`config.mk`:
```
export PLATFORM = sky130hd
export DESIGN_NAME = lfo_ctrl_top
export DESIGN_NICKNAME = d
export VERILOG_FILES = /design/src/lfo_pkg.sv /design/src/lfo_osc_if.sv /design/src/lfo_osc_core.sv /design/src/lfo_ctrl_top.sv
export VERILOG_INCLUDE_DIRS = /design/src /design/src/src
export SDC_FILE = /design/constraint.sdc
export NUM_CORES = 1
export LEC_CHECK = 0
export ABC_AREA = 0
export BUFFER_PORTS_ARGS = -buffer_cell sky130_fd_sc_hd__buf_4
export CORE_ASPECT_RATIO = 0.9
export CORE_MARGIN = 4
export CORE_UTILIZATION = 32
export DETAILED_ROUTE_END_ITERATION = 10
export SETUP_SLACK_MARGIN = 0.4
export SLEW_MARGIN = 20
export SYNTH_ARGS = -nofsm -noshare
export SYNTH_HDL_FRONTEND = slang
export SYNTH_SLANG_ARGS = --single-unit
```
`constraint.sdc`:
```
create_clock -name pclk -period 5.9 [get_ports pclk]
set_clock_uncertainty 0.1 [all_clocks]
set_input_delay 0.885 -clock pclk [delete_from_list [all_inputs] [get_ports pclk]]
set_output_delay 0.885 -clock pclk [all_outputs]
set_load 0.02 [all_outputs]
```
`src/lfo_defs.svh`:
```
// register indexes, field positions, reset values and timing counts
`ifndef LFO_DEFS_SVH
`define LFO_DEFS_SVH
`define LFO_IDX_LF_CTRL    8'h86
`define LFO_IDX_HF_TRIM    8'hb3
`define LFO_IDX_IRQ_STAT   8'hc0
`define LFO_IDX_IRQ_EN     8'hc1
`define LFO_IDX_IRQ_CLR    8'hc2
`define LFO_IDX_CAP_CTRL   8'hc3
`define LFO_IDX_RELOAD_A   8'hc4
`define LFO_IDX_RELOAD_B   8'hc5
`define LFO_IDX_COUNT_A    8'hc6
`define LFO_IDX_COUNT_B    8'hc7
`define LFO_LF_EN_BIT      7
`define LFO_LF_RDY_BIT     6
`define LFO_LF_TRIM_LSB    2
`define LFO_LF_DIV_LSB     0
`define LFO_HF_TRIM_W      5
`define LFO_HF_TRIM_RESET  5'h10
`define LFO_LF_CTRL_RESET  8'h00
`define LFO_IRQ_CAP_A      0
`define LFO_IRQ_CAP_B      1
`define LFO_IRQ_READY      2
`define LFO_IRQ_W          3
`define LFO_PCLK_HZ        10000000
`define LFO_LF_NOM_HZ      80000
`define LFO_HALF_CYC       (`LFO_PCLK_HZ / (2 * `LFO_LF_NOM_HZ))
`define LFO_SETTLE_EDGES   4
`endif

```
`src/lfo_pkg.sv`:
```
// types shared by the oscillator control block
package lfo_pkg;
    typedef enum logic [1:0] {
        LFO_OFF    = 2'b00,
        LFO_SETTLE = 2'b01,
        LFO_RUN    = 2'b11
    } lfo_state_t;
    typedef logic [1:0] lfo_div_t;
endpackage

```
`src/lfo_osc_if.sv`:
```
// link between register block and low-frequency oscillator model
`timescale 1ns/1ps
interface lfo_osc_if;
    logic                enable;
    logic [3:0]          trim;
    lfo_pkg::lfo_div_t   div_sel;
    logic                ready;
    logic                out_level;
    logic                rise;
    logic                fall;
    modport ctrl (output enable, output trim, output div_sel,
                  input ready, input out_level, input rise, input fall);
    modport core (input enable, input trim, input div_sel,
                  output ready, output out_level, output rise, output fall);
endinterface

```
`src/lfo_osc_core.sv`:
```
// low-frequency oscillator model with trim, divider and settle tracking
`timescale 1ns/1ps
`include "lfo_defs.svh"
module lfo_osc_core
(
    input wire logic   pclk,
    input wire logic   presetn,
    lfo_osc_if.core    osc
);
    lfo_pkg::lfo_state_t state_reg;
    lfo_pkg::lfo_state_t state_next;
    logic [6:0]          hcnt_reg;
    logic [6:0]          half_len;
    logic                raw_reg;
    logic [2:0]          hdiv_reg;
    logic [2:0]          settle_reg;
    logic                half_tick;
    logic                out_tgl;
    logic                running;

    // divide by mask+1 raw half periods per output half period
    function automatic logic [2:0] div_mask(input lfo_pkg::lfo_div_t sel);
        div_mask = (sel == 2'b00) ? 3'h7 : (sel == 2'b01) ? 3'h3 : (sel == 2'b10) ? 3'h1 : 3'h0;
    endfunction

    // larger trim stretches the half period, so 0 is fastest
    assign half_len  = 7'(`LFO_HALF_CYC) + {3'h0, osc.trim};
    assign running   = (state_reg != lfo_pkg::LFO_OFF);
    assign half_tick = running && (hcnt_reg >= half_len - 7'h1); // lowered trim ends the half at once
    assign out_tgl   = half_tick && ((hdiv_reg & div_mask(osc.div_sel)) == div_mask(osc.div_sel));

    // enable gates everything; leaving off drops ready at once
    always_comb
    begin
        state_next = state_reg;
        unique case (state_reg)
            lfo_pkg::LFO_OFF:    if (osc.enable) state_next = lfo_pkg::LFO_SETTLE;
            lfo_pkg::LFO_SETTLE: if (!osc.enable) state_next = lfo_pkg::LFO_OFF;
                                 else if (settle_reg == 3'(`LFO_SETTLE_EDGES)) state_next = lfo_pkg::LFO_RUN;
            lfo_pkg::LFO_RUN:    if (!osc.enable) state_next = lfo_pkg::LFO_OFF;
            default:             state_next = lfo_pkg::LFO_OFF;
        endcase
    end

    // oscillator counters; the output idles low while off, with no edge pulse
    always_ff @(posedge pclk or negedge presetn)
    begin
        if (!presetn)
        begin
            state_reg     <= lfo_pkg::LFO_OFF;
            hcnt_reg      <= 7'h0;
            raw_reg       <= 1'b0;
            hdiv_reg      <= 3'h0;
            settle_reg    <= 3'h0;
            osc.ready     <= 1'b0;
            osc.out_level <= 1'b0;
            osc.rise      <= 1'b0;
            osc.fall      <= 1'b0;
        end
        else
        begin
            state_reg     <= state_next;
            hcnt_reg      <= (!running || half_tick) ? 7'h0 : hcnt_reg + 7'h1;
            raw_reg       <= running && (raw_reg ^ half_tick);
            hdiv_reg      <= !running ? 3'h0 : hdiv_reg + {2'h0, half_tick};
            settle_reg    <= (state_reg != lfo_pkg::LFO_SETTLE) ? 3'h0 : settle_reg + {2'h0, half_tick && !raw_reg};
            osc.ready     <= (state_next == lfo_pkg::LFO_RUN);
            osc.out_level <= running && (osc.out_level ^ out_tgl);
            osc.rise      <= out_tgl && !osc.out_level;
            osc.fall      <= out_tgl && osc.out_level;
        end
    end

    property p_half_period;
        @(posedge pclk) disable iff (!presetn)
        running && $stable(osc.trim) |-> hcnt_reg < half_len;
    endproperty
    a_half_period: assert property (p_half_period) else $error("half period overrun");

    property p_divider;
        @(posedge pclk) disable iff (!presetn)
        running && $stable(osc.div_sel) && osc.div_sel == 2'b11 && half_tick |=> osc.out_level != $past(osc.out_level);
    endproperty
    a_divider: assert property (p_divider) else $error("divide by one missed a toggle");
endmodule

```
`src/lfo_ctrl_top.sv`:
```
// oscillator control registers, capture timers and interrupt logic on APB
`timescale 1ns/1ps
`include "lfo_defs.svh"
module lfo_ctrl_top
#(
    parameter logic [4:0] HF_TRIM_RESET = `LFO_HF_TRIM_RESET  // arbitrary stand-in for the factory value
)
(
    input  wire logic        pclk,
    input  wire logic        presetn,
    input  wire logic        psel,
    input  wire logic        penable,
    input  wire logic        pwrite,
    input  wire logic [11:0] paddr,
    input  wire logic [31:0] pwdata,
    input  wire logic [3:0]  pstrb,
    output logic      [31:0] prdata,
    output logic             pready,
    output logic             pslverr,
    output logic             irq,
    output logic      [4:0]  hf_period_trim,
    output logic             lf_osc_enable,
    output logic      [3:0]  lf_freq_trim,
    output logic      [1:0]  lf_divider_select,
    output logic             lf_osc_stable_flag,
    output logic             lf_clk_out
);
    lfo_osc_if osc ();

    logic [4:0]            hf_trim_reg;
    logic [7:0]            lf_ctrl_reg;
    logic [1:0]            cap_ctrl_reg;
    logic [15:0]           count_a_reg;
    logic [15:0]           count_b_reg;
    logic [15:0]           reload_a_reg;
    logic [15:0]           reload_b_reg;
    logic [`LFO_IRQ_W-1:0] stat_reg;
    logic [`LFO_IRQ_W-1:0] stat_next;
    logic [`LFO_IRQ_W-1:0] irq_en_reg;
    logic [`LFO_IRQ_W-1:0] stat_set;
    logic [`LFO_IRQ_W-1:0] stat_clr;
    logic                  ready_d_reg;
    logic                  pready_reg;
    logic [31:0]           prdata_reg;
    logic                  pslverr_reg;
    logic                  irq_reg;
    logic                  after_reset_reg;

    logic [7:0]            idx;
    logic                  setup;
    logic                  wr_go;
    logic                  hit;
    logic [31:0]           rd_word;
    logic [7:0]            wbyte;
    logic                  cap_a;
    logic                  cap_b;
    logic                  wr_lf;
    logic                  wr_hf;
    logic                  wr_en;
    logic                  wr_clr;
    logic                  wr_cap;

    // word index of an aligned register; high address bits must be zero
    function automatic logic is_reg(input logic [7:0] i);
        is_reg = (i == `LFO_IDX_LF_CTRL) || (i == `LFO_IDX_HF_TRIM) || (i[7:3] == 5'h18);
    endfunction

    // 8-bit registers live in the low lane, so only that strobe counts
    assign idx    = paddr[9:2];
    assign hit    = (paddr[11:10] == 2'h0) && (paddr[1:0] == 2'h0) && is_reg(idx);
    assign setup  = psel && !penable;
    assign wr_go  = psel && penable && pready_reg && pwrite && hit && pstrb[0];
    assign wbyte  = pwdata[7:0];
    assign wr_lf  = wr_go && (idx == `LFO_IDX_LF_CTRL);
    assign wr_hf  = wr_go && (idx == `LFO_IDX_HF_TRIM);
    assign wr_en  = wr_go && (idx == `LFO_IDX_IRQ_EN);
    assign wr_clr = wr_go && (idx == `LFO_IDX_IRQ_CLR);
    assign wr_cap = wr_go && (idx == `LFO_IDX_CAP_CTRL);

    // read mux; the stable flag is live state, never the stored bit
    always_comb
    begin
        rd_word = 32'h0;
        unique case (idx)
            `LFO_IDX_LF_CTRL:  rd_word[7:0] = {lf_ctrl_reg[7], osc.ready && lf_ctrl_reg[7], lf_ctrl_reg[5:0]};
            `LFO_IDX_HF_TRIM:  rd_word[7:0] = {3'h0, hf_trim_reg};
            `LFO_IDX_IRQ_STAT: rd_word[`LFO_IRQ_W-1:0] = stat_reg;
            `LFO_IDX_IRQ_EN:   rd_word[`LFO_IRQ_W-1:0] = irq_en_reg;
            `LFO_IDX_CAP_CTRL: rd_word[1:0] = cap_ctrl_reg;
            `LFO_IDX_RELOAD_A: rd_word[15:0] = reload_a_reg;
            `LFO_IDX_RELOAD_B: rd_word[15:0] = reload_b_reg;
            `LFO_IDX_COUNT_A:  rd_word[15:0] = count_a_reg;
            `LFO_IDX_COUNT_B:  rd_word[15:0] = count_b_reg;
            default:           rd_word = 32'h0;
        endcase
    end

    // no wait state: answer registered in setup, shown through the access cycle
    always_ff @(posedge pclk or negedge presetn)
    begin
        if (!presetn)
        begin
            pready_reg  <= 1'b0;
            prdata_reg  <= 32'h0;
            pslverr_reg <= 1'b0;
        end
        else
        begin
            pready_reg  <= setup;
            prdata_reg  <= (setup && !pwrite && hit) ? rd_word : 32'h0;
            pslverr_reg <= setup && !hit;
        end
    end

    // control registers; the ready bit position is dropped on write
    always_ff @(posedge pclk or negedge presetn)
    begin
        if (!presetn)
        begin
            lf_ctrl_reg     <= `LFO_LF_CTRL_RESET;
            hf_trim_reg     <= HF_TRIM_RESET;
            irq_en_reg      <= '0;
            cap_ctrl_reg    <= 2'h0;
            after_reset_reg <= 1'b1;
        end
        else
        begin
            if (wr_lf)
                lf_ctrl_reg <= {wbyte[7], 1'b0, wbyte[5:0]};
            if (wr_hf)
                hf_trim_reg <= wbyte[`LFO_HF_TRIM_W-1:0];
            if (wr_en)
                irq_en_reg <= wbyte[`LFO_IRQ_W-1:0];
            if (wr_cap)
                cap_ctrl_reg <= wbyte[1:0];
            after_reset_reg <= 1'b0;
        end
    end

    // drive the oscillator model from the stored fields
    assign osc.enable  = lf_ctrl_reg[`LFO_LF_EN_BIT];
    assign osc.trim    = lf_ctrl_reg[`LFO_LF_TRIM_LSB+3:`LFO_LF_TRIM_LSB];
    assign osc.div_sel = lf_ctrl_reg[`LFO_LF_DIV_LSB+1:`LFO_LF_DIV_LSB];

    lfo_osc_core u_core
    (
        .pclk    (pclk),
        .presetn (presetn),
        .osc     (osc)
    );

    // timer A watches falling edges, timer B rising edges
    assign cap_a = cap_ctrl_reg[0] && osc.fall;
    assign cap_b = cap_ctrl_reg[1] && osc.rise;

    // free-running counts on the known time base; captures snapshot them
    always_ff @(posedge pclk or negedge presetn)
    begin
        if (!presetn)
        begin
            count_a_reg  <= 16'h0;
            count_b_reg  <= 16'h0;
            reload_a_reg <= 16'h0;
            reload_b_reg <= 16'h0;
        end
        else
        begin
            count_a_reg <= cap_ctrl_reg[0] ? count_a_reg + 16'h1 : 16'h0;
            count_b_reg <= cap_ctrl_reg[1] ? count_b_reg + 16'h1 : 16'h0;
            if (cap_a)
                reload_a_reg <= count_a_reg;
            if (cap_b)
                reload_b_reg <= count_b_reg;
        end
    end

    // sticky events; a set in the clear cycle survives
    assign stat_set  = {osc.ready && !ready_d_reg, cap_b, cap_a};
    assign stat_clr  = wr_clr ? wbyte[`LFO_IRQ_W-1:0] : '0;
    assign stat_next = (stat_reg & ~stat_clr) | stat_set;

    always_ff @(posedge pclk or negedge presetn)
    begin
        if (!presetn)
        begin
            stat_reg    <= '0;
            ready_d_reg <= 1'b0;
            irq_reg     <= 1'b0;
        end
        else
        begin
            stat_reg    <= stat_next;
            ready_d_reg <= osc.ready;
            irq_reg     <= |(stat_next & (wr_en ? wbyte[`LFO_IRQ_W-1:0] : irq_en_reg));
        end
    end

    // every output straight from a flop
    assign prdata             = prdata_reg;
    assign pready             = pready_reg;
    assign pslverr            = pslverr_reg;
    assign irq                = irq_reg;
    assign hf_period_trim     = hf_trim_reg;
    assign lf_osc_enable      = lf_ctrl_reg[`LFO_LF_EN_BIT];
    assign lf_freq_trim       = lf_ctrl_reg[`LFO_LF_TRIM_LSB+3:`LFO_LF_TRIM_LSB];
    assign lf_divider_select  = lf_ctrl_reg[`LFO_LF_DIV_LSB+1:`LFO_LF_DIV_LSB];
    assign lf_osc_stable_flag = osc.ready;
    assign lf_clk_out         = osc.out_level;

    // checks next to the logic they guard
    property p_hf_read;
        @(posedge pclk) disable iff (!presetn)
        setup && !pwrite && paddr == {2'h0, `LFO_IDX_HF_TRIM, 2'h0}
            |=> prdata[31:5] == 27'h0 && prdata[4:0] == hf_period_trim;
    endproperty
    a_hf_read: assert property (p_hf_read) else $error("hf trim read wrong");

    property p_hf_reset;
        @(posedge pclk) disable iff (!presetn)
        after_reset_reg |-> hf_period_trim == HF_TRIM_RESET;
    endproperty
    a_hf_reset: assert property (p_hf_reset) else $error("hf trim reset value wrong");

    property p_enable_write;
        @(posedge pclk) disable iff (!presetn)
        wr_lf |=> lf_osc_enable == $past(pwdata[7]) && lf_divider_select == $past(pwdata[1:0]);
    endproperty
    a_enable_write: assert property (p_enable_write) else $error("lf control write lost");

    property p_trim_write;
        @(posedge pclk) disable iff (!presetn)
        wr_lf |=> lf_freq_trim == $past(pwdata[5:2]);
    endproperty
    a_trim_write: assert property (p_trim_write) else $error("lf trim write lost");

    property p_div_hold;
        @(posedge pclk) disable iff (!presetn)
        !wr_lf |=> $stable(lf_divider_select);
    endproperty
    a_div_hold: assert property (p_div_hold) else $error("divider select changed");

    property p_capture_flag;
        @(posedge pclk) disable iff (!presetn)
        cap_a |=> stat_reg[`LFO_IRQ_CAP_A] ##1 1'b1;
    endproperty
    a_capture_flag: assert property (p_capture_flag) else $error("capture A not flagged");

    property p_capture_edge;
        @(posedge pclk) disable iff (!presetn)
        cap_ctrl_reg[1] && $rose(lf_clk_out) |-> cap_b;
    endproperty
    a_capture_edge: assert property (p_capture_edge) else $error("rising edge not captured");

    property p_reload_copy;
        @(posedge pclk) disable iff (!presetn)
        cap_b |=> reload_b_reg == $past(count_b_reg);
    endproperty
    a_reload_copy: assert property (p_reload_copy) else $error("reload B not copied");

    property p_ready_off;
        @(posedge pclk) disable iff (!presetn)
        !lf_osc_enable |=> !lf_osc_stable_flag;
    endproperty
    a_ready_off: assert property (p_ready_off) else $error("ready while disabled");

    property p_irq_level;
        @(posedge pclk) disable iff (!presetn)
        |(stat_reg & irq_en_reg) |-> irq;
    endproperty
    a_irq_level: assert property (p_irq_level) else $error("interrupt missing");

    c_ready:   cover property (@(posedge pclk) disable iff (!presetn) $rose(lf_osc_stable_flag));
    c_cap_a:   cover property (@(posedge pclk) disable iff (!presetn) cap_a ##[1:400] cap_a);
    c_clr_set: cover property (@(posedge pclk) disable iff (!presetn) wr_clr && |stat_set);
endmodule

```
==> reports/metrics.json, run 1 <==
{
  "run_status": {"value": "finished, final reports clean"},
  "p_per_area": {"value": 276.6, "unit": "mW/mm²"},
  "critical_path_required": {"value": 6.10, "unit": "ns"},
  "grt_pass1_wl": {"value": 22.78, "unit": "mm"},
  "critical_path.top_delay_family": {"value": "simple AND/OR/NAND/NOR gates"},
  "cts.sink_count": {"value": 124},
  "finalCriticalPeriod": {"value": 3.243, "unit": "ns"},
  "synthTopCellsByCount": {"value": "123 x sky130_fd_sc_hd__dfrtp_1, 48 x sky130_fd_sc_hd__mux2_2, 27 x sky130_fd_sc_hd__and2_1"},
  "hold_viol": {"value": 0},
  "rsz_0062_raised_after_global_routing": {"value": "no"},
  "drive_above_1_share": {"value": 0.2395},
  "dp.final_hpwl": {"value": 9.823, "unit": "mm"},
  "syn2layout_area_growth": {"value": 20.45, "unit": "%"},
  "busiest_layer_in_global_routing": {"value": "met2"},
  "fin_crit_sh": {"value": 0.5497},
  "postSynthCellCount": {"value": 525},
  "synth_simple_gate_area_frac": {"value": 0.1519},
  "power_leakage": {"value": 3.377, "unit": "nW"},
  "avgRoutedWirePerCell": {"value": 16.85, "unit": "µm"},
  "grt-ovfl-total": {"value": 0},
  "netlist-cell-type-count": {"value": 46},
  "route.vias.total": {"value": 4229},
  "cts_root_buffer": {"value": "sky130_fd_sc_hd__clkbuf_16"},
  "cp-start-kind": {"value": "input port"},
  "final_setup_vio_count": {"value": 0},
  "fmax": {"value": 0.3083, "unit": "GHz"},
  "grt.met2_usage": {"value": 0.2293},
  "worstSetupEndpointType": {"value": "flop"},
  "placement.setup.worst_slack": {"value": 2.274, "unit": "ns"},
  "first_global_vias": {"value": 4315},
  "clock_latency": {"value": 0.42, "unit": "ns"},
  "cts.reportedPaths.clkPinSlew": {"value": 0.05, "unit": "ns"},
  "worst-slew-pin-transition": {"value": 1.133, "unit": "ns"},
  "crit_buf_inv": {"value": 1},
  "relSlewSlack": {"value": 0.2421},
  "area_share_of_fa_ha_maj_cells_after_synthesis": {"value": 0.03788},
  "via_per_inst": {"value": 5.047},
  "grt.met1_usage": {"value": 0.1846},
  "main_combinational_cell_family_by_area_after_synthesis": {"value": "simple AND/OR/NAND/NOR gates"},
  "drt_pass1_iterations": {"value": 7},
  "worst_ep_arrival_time": {"value": 3.44, "unit": "ns"},
  "drv_slew": {"value": 0},
  "synth_top_area_frac": {"value": 0.5177},
  "cell_type_contributing_the_most_total_cell_area_after_synthesis": {"value": "sky130_fd_sc_hd__dfrtp_1"},
  "timing.critical_path.slowest_stage_cell": {"value": "sky130_fd_sc_hd__nor2_1"},
  "cap_violations": {"value": 0},
  "cts_tree": {"value": "built"},
  "synth_warnings": {"value": 0},
  "drtAntennaViolNets": {"value": 0},
  "placeableCoreArea": {"value": 0.01835, "unit": "mm²"},
  "cts_max_level": {"value": 4},
  "yosys.cell_count.top_type": {"value": "sky130_fd_sc_hd__dfrtp_1"},
  "cts-hold-fix-buffers": {"value": 0},
  "totalWireLength": {"value": 14.12, "unit": "mm"},
  "initial_core_util": {"value": 0.3241},
  "clock_path_buffers": {"value": 2},
  "grt_start_max_net_pins": {"value": 74},
  "count_of_pins_on_the_block_boundary": {"value": 102},
  "ys_seq_elements": {"value": 124},
  "final_nets": {"value": 652},
  "synth.cell_area": {"value": 0.005946, "unit": "mm²"},
  "io_buffer_count": {"value": 57},
  "synth-edff-count": {"value": 0},
  "fraction_of_synthesized_area_in_multiplexers": {"value": 0.1027},
  "die_height": {"value": 137.3, "unit": "µm"},
  "finalHoldWorstSlack": {"value": 0.4037, "unit": "ns"},
  "seq_area_frac_synth": {"value": 0.5221},
  "final.setup.worst_slack": {"value": 2.657, "unit": "ns"},
  "crit_path_max_incr_delay": {"value": 0.89, "unit": "ns"},
  "synthXorXnorAreaFrac": {"value": 0.04861},
  "tns": {"value": 0, "unit": "ns"},
  "timing.setup.critical_path_class": {"value": "in -> reg"},
  "grtUsageTotal": {"value": 0.1418},
  "met3_usage": {"value": 0.03520},
  "1st_iter_drt_viols": {"value": 408},
  "crit_fanout": {"value": 13},
  "route.detailed.drc": {"value": 0},
  "cts_inserted_buffers": {"value": 17},
  "row_count": {"value": 47},
  "design.die.area": {"value": 0.02083, "unit": "mm²"},
  "synth_flop_cell": {"value": "sky130_fd_sc_hd__dfrtp_1"},
  "post-layout-total-power": {"value": 0.001981, "unit": "W"},
  "post-cts-setup-buffer-count": {"value": 0},
  "ir_worst_vdd": {"value": 0.1789, "unit": "mV"},
  "cts-resized-gates": {"value": 0},
  "die_width": {"value": 151.7, "unit": "µm"},
  "initial_antenna_violation_count": {"value": 0},
  "hold_path_class": {"value": "reg -> reg"},
  "fraction_of_registers_with_async_set_reset": {"value": 1.000},
  "synth.top_cells.by_area": {"value": "sky130_fd_sc_hd__dfrtp_1 52%, sky130_fd_sc_hd__mux2_2 9.1%, sky130_fd_sc_hd__ha_1 3.8%"},
  "synth_area_in_compound_gates": {"value": 0.09301},
  "globalplace.congestion": {"value": 0.8722},
  "antenna_cells": {"value": 0},
  "syn-mean-instance-area": {"value": 11.33, "unit": "µm²"},
  "worstPathCellList": {"value": "buf_4 -> or3b_1 -> or4b_4 -> nor2_1 -> a22oi_1 -> a31oi_1"}
}
where the power goes:
part | internal, W | switching [W] | leakage [nW]
clock | 0.000716 | 0.000355 | 0.299
combinational | 0.0000153 | 0.0000419 | 1.37
sequential | 0.000852 | 0.000000282 | 1.71
per-stage QoR:
step | utilization | std cells | instance area (µm²)
final | 0.3903 | 838 | 7162
after global routing | 0.3903 | 838 | 7162
after CTS | 0.3903 | 838 | 7162
after detailed placement | 0.3569 | 807 | 6549
after global placement | 0.3569 | 807 | 6549
after floorplan | - | 540 | 6002
layer usage:
layer  part of all wire  up-vias  wire length (µm)
met1               0.44     2128              6194
met4              0.015        0               217
met3              0.060       16               847
met2               0.49      139              6859
met5                  0        -                 0
li1                   -     1946                 -
area by class of cell:
| cell class | instances | area [µm²] |
|---|---|---|
| Clock inverter | 6 | 107.6 |
| Tap cell | 245 | 306.5 |
| Timing Repair Buffer | 60 | 450.4 |
| Fill cell | 1758 | 11190 |
| Multi-Input combinational cell | 367 | 2646 |
| Clock buffer | 25 | 505.5 |
| Sequential cell | 124 | 3104 |
| Inverter | 11 | 41.29 |
final timing paths:
kind	startpoint	end	slack, ns	depth (start not counted)
max	paddr[7]	prdata[7]	2.66	6
min	reload_a_reg[3]	reload_a_reg[3]	0.40	1
max reg2reg	lf_ctrl_reg[3]	u_core.settle_reg[2]	2.92	13
min reg2reg	reload_a_reg[3]	reload_a_reg[3]	0.40	1
max in group asynchronous	presetn	reload_a_reg[7]	3.99	2
min in group asynchronous	presetn	count_b_reg[6]	0.51	1
kinds of logic after synthesis:
kind of cell / after synthesis
DFF: 124
buffers and inverters: 49
muxes: 55
AOI/OAI and AO/OA: 84
adders and majority gates: 18
other: 1
and+or+nand+nor: 161
xor gates and xnor gates: 33
layout by cell type (no fill, tap or decap), types with 7 or more instances in the layout:
cell type and instances:
sky130_fd_sc_hd__o21ai_0 12, sky130_fd_sc_hd__nand3_1 21, sky130_fd_sc_hd__and2_1 27, sky130_fd_sc_hd__conb_1 16, sky130_fd_sc_hd__nor2_1 21, sky130_fd_sc_hd__inv_1 11, sky130_fd_sc_hd__xor2_1 11, sky130_fd_sc_hd__mux2_2 48
sky130_fd_sc_hd__nor2b_1 13, sky130_fd_sc_hd__a21oi_1 18, sky130_fd_sc_hd__clkbuf_16 17, sky130_fd_sc_hd__or3_1 7, sky130_fd_sc_hd__mux2i_1 7, sky130_fd_sc_hd__xnor2_1 22, sky130_fd_sc_hd__a31oi_1 7, sky130_fd_sc_hd__nand2_1 23
sky130_fd_sc_hd__a22oi_1 23, sky130_fd_sc_hd__ha_1 18, sky130_fd_sc_hd__buf_4 60, sky130_fd_sc_hd__nor3_1 15, sky130_fd_sc_hd__dfrtp_1 123
Note: power is estimated with default switching activity, not from simulation.
==> run 2, diff against run 1 <==
--- a/config.mk
+++ b/config.mk
@@ -6,7 +6,7 @@
 export SDC_FILE = /design/constraint.sdc
 export NUM_CORES = 1
 export LEC_CHECK = 0
-export ABC_AREA = 0
+export ABC_AREA = 1
 export BUFFER_PORTS_ARGS = -buffer_cell sky130_fd_sc_hd__buf_4
 export CORE_ASPECT_RATIO = 0.9
 export CORE_MARGIN = 4
==> constraint.sdc (replaced) <==
create_clock -name pclk -period 2.7 [get_ports pclk]
set_clock_uncertainty 0.1 [all_clocks]
set_input_delay 0.405 -clock pclk [delete_from_list [all_inputs] [get_ports pclk]]
set_output_delay 0.405 -clock pclk [all_outputs]
set_load 0.02 [all_outputs]
==> reports/metrics.json, run 2 <==
{
  "hold_critical_path_depth": {"value": 2},
  "cp-start-kind": {"value": "flop"},
  "placeableCoreArea": {"value": 0.01841, "unit": "mm²"},
  "synth_top_area_frac": {"value": 0.5120},
  "synthTopCellsByCount": {"value": "148 x sky130_fd_sc_hd__nand2_1, 123 x sky130_fd_sc_hd__dfrtp_1, 81 x sky130_fd_sc_hd__inv_1"},
  "final_setup_vio_count": {"value": 0},
  "first_global_vias": {"value": 4543},
  "drive_above_1_share": {"value": 0.2030},
  "seq_area": {"value": 0.003108, "unit": "mm²"},
  "synth-edff-count": {"value": 0},
  "placement.setup.worst_slack": {"value": 0.09158, "unit": "ns"},
  "multi_input_comb_area": {"value": 0.002639, "unit": "mm²"},
  "mostFrequentLayoutCell": {"value": "sky130_fd_sc_hd__nand2_1"},
  "dp.final_hpwl": {"value": 10.32, "unit": "mm"},
  "avgRoutedWirePerCell": {"value": 13.87, "unit": "µm"},
  "crit_fanout": {"value": 4},
  "cts_tree": {"value": "built"},
  "design_area": {"value": 0.007487, "unit": "mm²"},
  "worst_ep_arrival_time": {"value": 2.69, "unit": "ns"},
  "finalHoldWorstSlack": {"value": 0.08754, "unit": "ns"},
  "worstSetupEndpointType": {"value": "flop"},
  "cap_violations": {"value": 0},
  "power_leakage": {"value": 3.379, "unit": "nW"},
  "ir_worst_vdd": {"value": 0.3347, "unit": "mV"},
  "synth.cell_area": {"value": 0.006012, "unit": "mm²"},
  "drt_pass1_iterations": {"value": 5},
  "io_buffer_count": {"value": 57},
  "1st_iter_drt_viols": {"value": 383},
  "cts_inserted_buffers": {"value": 17},
  "cell_area_reported_after_detailed_placement": {"value": 0.006738, "unit": "mm²"},
  "grt-ovfl-total": {"value": 0},
  "design.die.area": {"value": 0.02105, "unit": "mm²"},
  "route.vias.total": {"value": 4792},
  "grt_start_max_net_pins": {"value": 66},
  "grtUsageTotal": {"value": 0.1368},
  "postSynthCellCount": {"value": 698},
  "number_of_filler_cells_placed_in_the_layout": {"value": 1811},
  "final_nets": {"value": 846},
  "die_height": {"value": 138.0, "unit": "µm"},
  "drv_slew": {"value": 0},
  "clock_latency": {"value": 0.41, "unit": "ns"},
  "hold_viol": {"value": 0},
  "cell_type_contributing_the_most_total_cell_area_after_synthesis": {"value": "sky130_fd_sc_hd__dfrtp_1"},
  "fmax": {"value": 0.4023, "unit": "GHz"},
  "cts_root_buffer": {"value": "sky130_fd_sc_hd__clkbuf_16"},
  "netlist-cell-type-count": {"value": 44},
  "final_core_utilization": {"value": 0.4068},
  "seq_area_frac_synth": {"value": 0.5163},
  "fin_crit_sh": {"value": 0.9206},
  "p_per_area": {"value": 586.4, "unit": "mW/mm²"},
  "synth.top_cells.by_area": {"value": "sky130_fd_sc_hd__dfrtp_1 51%, sky130_fd_sc_hd__nand2_1 9.2%, sky130_fd_sc_hd__o21ai_0 6.0%"},
  "tns": {"value": 0, "unit": "ns"},
  "synth_warnings": {"value": 0},
  "drtAntennaViolNets": {"value": 0},
  "cts.reportedPaths.clkPinSlew": {"value": 0.06, "unit": "ns"},
  "final.setup.worst_slack": {"value": 0.2145, "unit": "ns"},
  "row_count": {"value": 47},
  "globalplace.congestion": {"value": 0.8087},
  "antenna_cells": {"value": 0},
  "via_per_inst": {"value": 4.639},
  "most-common-layout-cells": {"value": "145 x sky130_fd_sc_hd__nand2_1, 120 x sky130_fd_sc_hd__dfrtp_1, 79 x sky130_fd_sc_hd__inv_1, 70 x sky130_fd_sc_hd__o21ai_0, 69 x sky130_fd_sc_hd__buf_4"},
  "synth_flop_cell": {"value": "sky130_fd_sc_hd__dfrtp_1"},
  "initial_antenna_violation_count": {"value": 0},
  "route.detailed.drc": {"value": 0},
  "totalWireLength": {"value": 14.33, "unit": "mm"},
  "grt_pass1_wl": {"value": 23.52, "unit": "mm"},
  "run_status": {"value": "finished, final reports clean"},
  "initial_core_util": {"value": 0.3266},
  "ys_seq_elements": {"value": 124},
  "reg2regPathDepth": {"value": 14},
  "count_of_pins_on_the_block_boundary": {"value": 102},
  "hold_path_class": {"value": "in -> reg"},
  "clock_path_buffers": {"value": 2},
  "worst-slew-pin-transition": {"value": 0.5421, "unit": "ns"},
  "die_width": {"value": 152.5, "unit": "µm"},
  "rsz_0062_raised_after_global_routing": {"value": "yes"},
  "cts_max_level": {"value": 4},
  "finalCriticalPeriod": {"value": 2.486, "unit": "ns"},
  "syn2layout_area_growth": {"value": 24.54, "unit": "%"},
  "syn-mean-instance-area": {"value": 8.613, "unit": "µm²"},
  "yosys.cell_count.top_type": {"value": "sky130_fd_sc_hd__nand2_1"},
  "critical_path_required": {"value": 2.90, "unit": "ns"},
  "timing.setup.critical_path_class": {"value": "reg -> reg"},
  "fraction_of_registers_with_async_set_reset": {"value": 1.000},
  "cts.sink_count": {"value": 124},
  "relSlewSlack": {"value": 0.6353}
}
-- run 2: cell count changes after synthesis, sizes merged, moves of 13 or more --
cell / before / now
nand2: 23 / 158
and2: 27 / 0
xnor2: 22 / 2
a22oi: 23 / 0
inv: 11 / 86
a21oi: 18 / 46
nor2b: 13 / 0
o21ai: 14 / 80
nor2: 21 / 64
mux2: 48 / 2
-- run 2: logic make-up after synthesis --
kind of cell / synth area share
mux: 0.003746
buf+inv: 0.08408
other cells: 0.0006238
flops: 0.5163
compound gates: 0.1297
fa+ha+maj: 0.03746
simple gates: 0.2150
xor+xnor: 0.01311
-- run 2: worst max-delay path, cell delays in order, from the launching register on --
cell and delay, ns:
sky130_fd_sc_hd__dfrtp_2 0.45, sky130_fd_sc_hd__ha_4 0.19, sky130_fd_sc_hd__xor2_2 0.16, sky130_fd_sc_hd__ha_4 0.24, sky130_fd_sc_hd__a21oi_2 0.14, sky130_fd_sc_hd__o21ai_1 0.07, sky130_fd_sc_hd__nand4_1 0.09, sky130_fd_sc_hd__o2111ai_2 0.15
sky130_fd_sc_hd__nand2_2 0.11, sky130_fd_sc_hd__inv_2 0.06, sky130_fd_sc_hd__ha_4 0.16, sky130_fd_sc_hd__ha_4 0.15, sky130_fd_sc_hd__ha_4 0.15, sky130_fd_sc_hd__xnor2_2 0.11, sky130_fd_sc_hd__nor2_1 0.05
-- run 2: power by group --
group,switching (W),internal (W)
sequential,0.0000423,0.00190
clock,0.000781,0.00131
combinational,0.000210,0.000152
-- run 2: layout make-up --
cell class                      count  area share
Tap cell                          245     0.04094
Multi-Input combinational cell    473      0.3524
Sequential cell                   124      0.4151
Timing Repair Buffer               73     0.07620
Clock inverter                      7    0.008690
Clock buffer                       25     0.06350
Inverter                           86     0.04312
-- run 2: final timing paths --
check | startpoint | end | slack [ns]
setup / recovery | lf_ctrl_reg[3] | u_core.settle_reg[2] | 0.21
hold / removal | penable | pready | 0.09
setup reg to reg | lf_ctrl_reg[3] | u_core.settle_reg[2] | 0.21
hold reg to reg | count_a_reg[0] | count_a_reg[0] | 0.36
max in group asynchronous | presetn | reload_b_reg[10] | 1.38
min in group asynchronous | presetn | pslverr | 0.38
-- run 2: repair_timing --
action / 4_1_cts / 5_1_grt
cloned: 0 / 0
setup buffers: 2 / 5
hold endpoints to repair: 32 / 0
hold buffers: 1 / 0
gates resized for setup: 4 / 23
pin swaps: 6 / 7
setup endpoints to repair: 6 / 17
-- run 2: routing by layer --
layer,global-route usage,routed length [µm],part of all wire
met5,0,0,0
met4,0.04219,159,0.011
met3,0.03375,586,0.041
met2,0.1950,6299,0.44
met1,0.2049,7283,0.51
-- run 2: stage by stage --
stage / instances / power (W)
floorplan: 713 / 0.002160
finish: 1033 / 0.004390
global placement: 993 / 0.002255
CTS: 1028 / 0.004363
detailed placement: 993 / 0.002258
global route: 1033 / 0.004587
==> run 3, diff against run 2 <==
--- a/config.mk
+++ b/config.mk
@@ -12,6 +12,7 @@
 export CORE_MARGIN = 4
 export CORE_UTILIZATION = 32
 export DETAILED_ROUTE_END_ITERATION = 10
+export MAX_ROUTING_LAYER = met4
 export SETUP_SLACK_MARGIN = 0.4
 export SLEW_MARGIN = 20
 export SYNTH_ARGS = -nofsm -noshare
==> reports/metrics.json, run 3 (synthesis results as in run 2) <==
{
  "crit_buf_inv": {"value": 1},
  "timing.critical_path.slowest_stage_cell": {"value": "sky130_fd_sc_hd__dfrtp_2"},
  "cts_tree": {"value": "built"},
  "final_setup_vio_count": {"value": 0},
  "run_status": {"value": "finished, final reports clean"},
  "critical_path.top_delay_family": {"value": "adder cells"},
  "worstPathCellList": {"value": "ha_4 -> xor2_2 -> ha_4 -> a21oi_2 -> o21ai_1 -> nand4_1 -> o2111ai_2 -> nand2_2 -> inv_2 -> ha_4 -> ha_4 -> ha_4 -> xnor2_2 -> nor2_1"},
  "rr_endpoint": {"value": "u_core.settle_reg[2]"},
  "mostFrequentLayoutCell": {"value": "sky130_fd_sc_hd__nand2_1"},
  "tns": {"value": 0, "unit": "ns"},
  "power.net_switching": {"value": 0.001031, "unit": "W"},
  "cts.sink_count": {"value": 124},
  "design.die.area": {"value": 0.02105, "unit": "mm²"},
  "route.detailed.drc": {"value": 0},
  "timing.rr.start": {"value": "lf_ctrl_reg[3]"},
  "internal-power": {"value": 0.003357, "unit": "W"},
  "route.vias.total": {"value": 4820},
  "clock_latency": {"value": 0.41, "unit": "ns"},
  "relSlewSlack": {"value": 0.6474},
  "hold_critical_path_depth": {"value": 2},
  "row_count": {"value": 47},
  "drv_slew": {"value": 0},
  "cts_root_buffer": {"value": "sky130_fd_sc_hd__clkbuf_16"},
  "cts.reportedPaths.clkPinSlew": {"value": 0.06, "unit": "ns"},
  "worstSetupPathDepth": {"value": 14},
  "hold_path_class": {"value": "in -> reg"},
  "timing.setup.critical_path_class": {"value": "reg -> reg"},
  "worstSetupEndpointType": {"value": "flop"},
  "totalWireLength": {"value": 14.29, "unit": "mm"},
  "io_buffer_count": {"value": 57},
  "p_per_area": {"value": 586.1, "unit": "mW/mm²"},
  "count_of_pins_on_the_block_boundary": {"value": 102},
  "critical_path_required": {"value": 2.90, "unit": "ns"},
  "die_width": {"value": 152.5, "unit": "µm"},
  "grt-ovfl-total": {"value": 0},
  "grtUsageTotal": {"value": 0.1405},
  "worst-slew-pin-transition": {"value": 0.5241, "unit": "ns"},
  "cap_violations": {"value": 0},
  "reg2reg_setup_slack": {"value": 0.21, "unit": "ns"},
  "hold_start": {"value": "penable"},
  "grt_pass1_wl": {"value": 23.45, "unit": "mm"},
  "crit_fanout": {"value": 4},
  "power.combinational.fraction": {"value": 0.083},
  "crit_top_cell": {"value": "sky130_fd_sc_hd__ha_4"},
  "drtAntennaViolNets": {"value": 0},
  "initial_core_util": {"value": 0.3266},
  "power_leakage": {"value": 3.379, "unit": "nW"},
  "min_delay_worst_endpoint": {"value": "pready"},
  "most-common-layout-cells": {"value": "145 x sky130_fd_sc_hd__nand2_1, 120 x sky130_fd_sc_hd__dfrtp_1, 79 x sky130_fd_sc_hd__inv_1, 70 x sky130_fd_sc_hd__o21ai_0, 69 x sky130_fd_sc_hd__buf_4"},
  "hold_viol": {"value": 0},
  "multi_input_comb_area": {"value": 0.002639, "unit": "mm²"},
  "placeableCoreArea": {"value": 0.01841, "unit": "mm²"},
  "drive_above_1_share": {"value": 0.2030},
  "avgRoutedWirePerCell": {"value": 13.84, "unit": "µm"},
  "power_frac_seq": {"value": 0.442},
  "finalHoldWorstSlack": {"value": 0.08813, "unit": "ns"},
  "grt_start_max_net_pins": {"value": 66},
  "ir_worst_vdd": {"value": 0.3340, "unit": "mV"},
  "final_nets": {"value": 846},
  "syn2layout_area_growth": {"value": 24.54, "unit": "%"},
  "cts_inserted_buffers": {"value": 17},
  "worst_ep_arrival_time": {"value": 2.69, "unit": "ns"},
  "initial_antenna_violation_count": {"value": 0},
  "fmax": {"value": 0.4023, "unit": "GHz"},
  "final_core_utilization": {"value": 0.4068},
  "antenna_cells": {"value": 0},
  "number_of_filler_cells_placed_in_the_layout": {"value": 1811},
  "rsz_0062_raised_after_global_routing": {"value": "yes"},
  "fin_crit_sh": {"value": 0.9206},
  "clock_power_share": {"value": 0.475},
  "first_global_vias": {"value": 4565},
  "drt_pass1_iterations": {"value": 5},
  "finalCriticalPeriod": {"value": 2.486, "unit": "ns"},
  "sw_frac_of_total": {"value": 0.2350},
  "1st_iter_drt_viols": {"value": 389},
  "die_height": {"value": 138.0, "unit": "µm"},
  "reg2regPathDepth": {"value": 14},
  "post-layout-total-power": {"value": 0.004388, "unit": "W"},
  "crit_path_max_incr_delay": {"value": 0.45, "unit": "ns"},
  "dp.final_hpwl": {"value": 10.32, "unit": "mm"},
  "globalplace.congestion": {"value": 0.8206},
  "cts_max_level": {"value": 4},
  "clock_path_buffers": {"value": 2},
  "cp-start-kind": {"value": "flop"},
  "via_per_inst": {"value": 4.666},
  "seq_area": {"value": 0.003108, "unit": "mm²"}
}
-- run 3: cell counts in the layout (fill, tap and decap cells not counted) --
No cell type changed its count.
-- run 3: worst max-delay path by stage --
stage	from	endpoint	slack [ns]
final	lf_ctrl_reg[3]	u_core.settle_reg[2]	0.21
after global routing	lf_ctrl_reg[3]	u_core.settle_reg[2]	0.10
after CTS	lf_ctrl_reg[3]	u_core.settle_reg[2]	0.17
after detailed placement	lf_ctrl_reg[3]	u_core.settle_reg[2]	0.09
after global placement	lf_ctrl_reg[3]	u_core.settle_reg[2]	0.12
after floorplan	lf_ctrl_reg[3]	u_core.settle_reg[2]	0.23
-- run 3: area by class of cell --
cell class / count / area share
inverter: 86 / 0.04312
clock buffer: 25 / 0.06350
clock inverter: 7 / 0.008690
sequential: 124 / 0.4151
tap: 245 / 0.04094
multi-input combinational: 473 / 0.3524
timing repair buffer: 73 / 0.07620
-- run 3: stage by stage --
step                      cells  setup WS, ns  instance area [µm²]
final                      1033        0.2144                 7487
after detailed placement    993       0.09158                 6738
after floorplan             713        0.2258                 6113
after global routing       1033        0.1023                 7487
after CTS                  1028        0.1719                 7327
after global placement      993        0.1176                 6738
-- run 3: power groups by stage --
stage / Sequential (W) / Clock [W] / Combinational (W)
final: 0.00194 / 0.00208 / 0.000363
after CTS: 0.00194 / 0.00212 / 0.000306
after detailed placement: 0.00197 / 0 / 0.000291
after global routing: 0.00195 / 0.00223 / 0.000410
after floorplan: 0.00196 / 0 / 0.000198
after global placement: 0.00197 / 0 / 0.000287
-- run 3: routing by layer --
layer / vias to the layer above / global-route usage / wire length, µm
met5: - / - / 0
met4: 0 / 0.04219 / 153
met3: 11 / 0.03313 / 693
met2: 118 / 0.1960 / 6296
met1: 2275 / 0.2033 / 7150
li1: 2416 / - / -
-- run 3: repair_timing --
action | CTS | global route
endpoints found under the hold margin | 32 | 0
setup buffers | 2 | 5
pin swaps | 6 | 7
hold buffers | 1 | 0
setup endpoints to repair | 6 | 17
gates resized for setup | 4 | 23
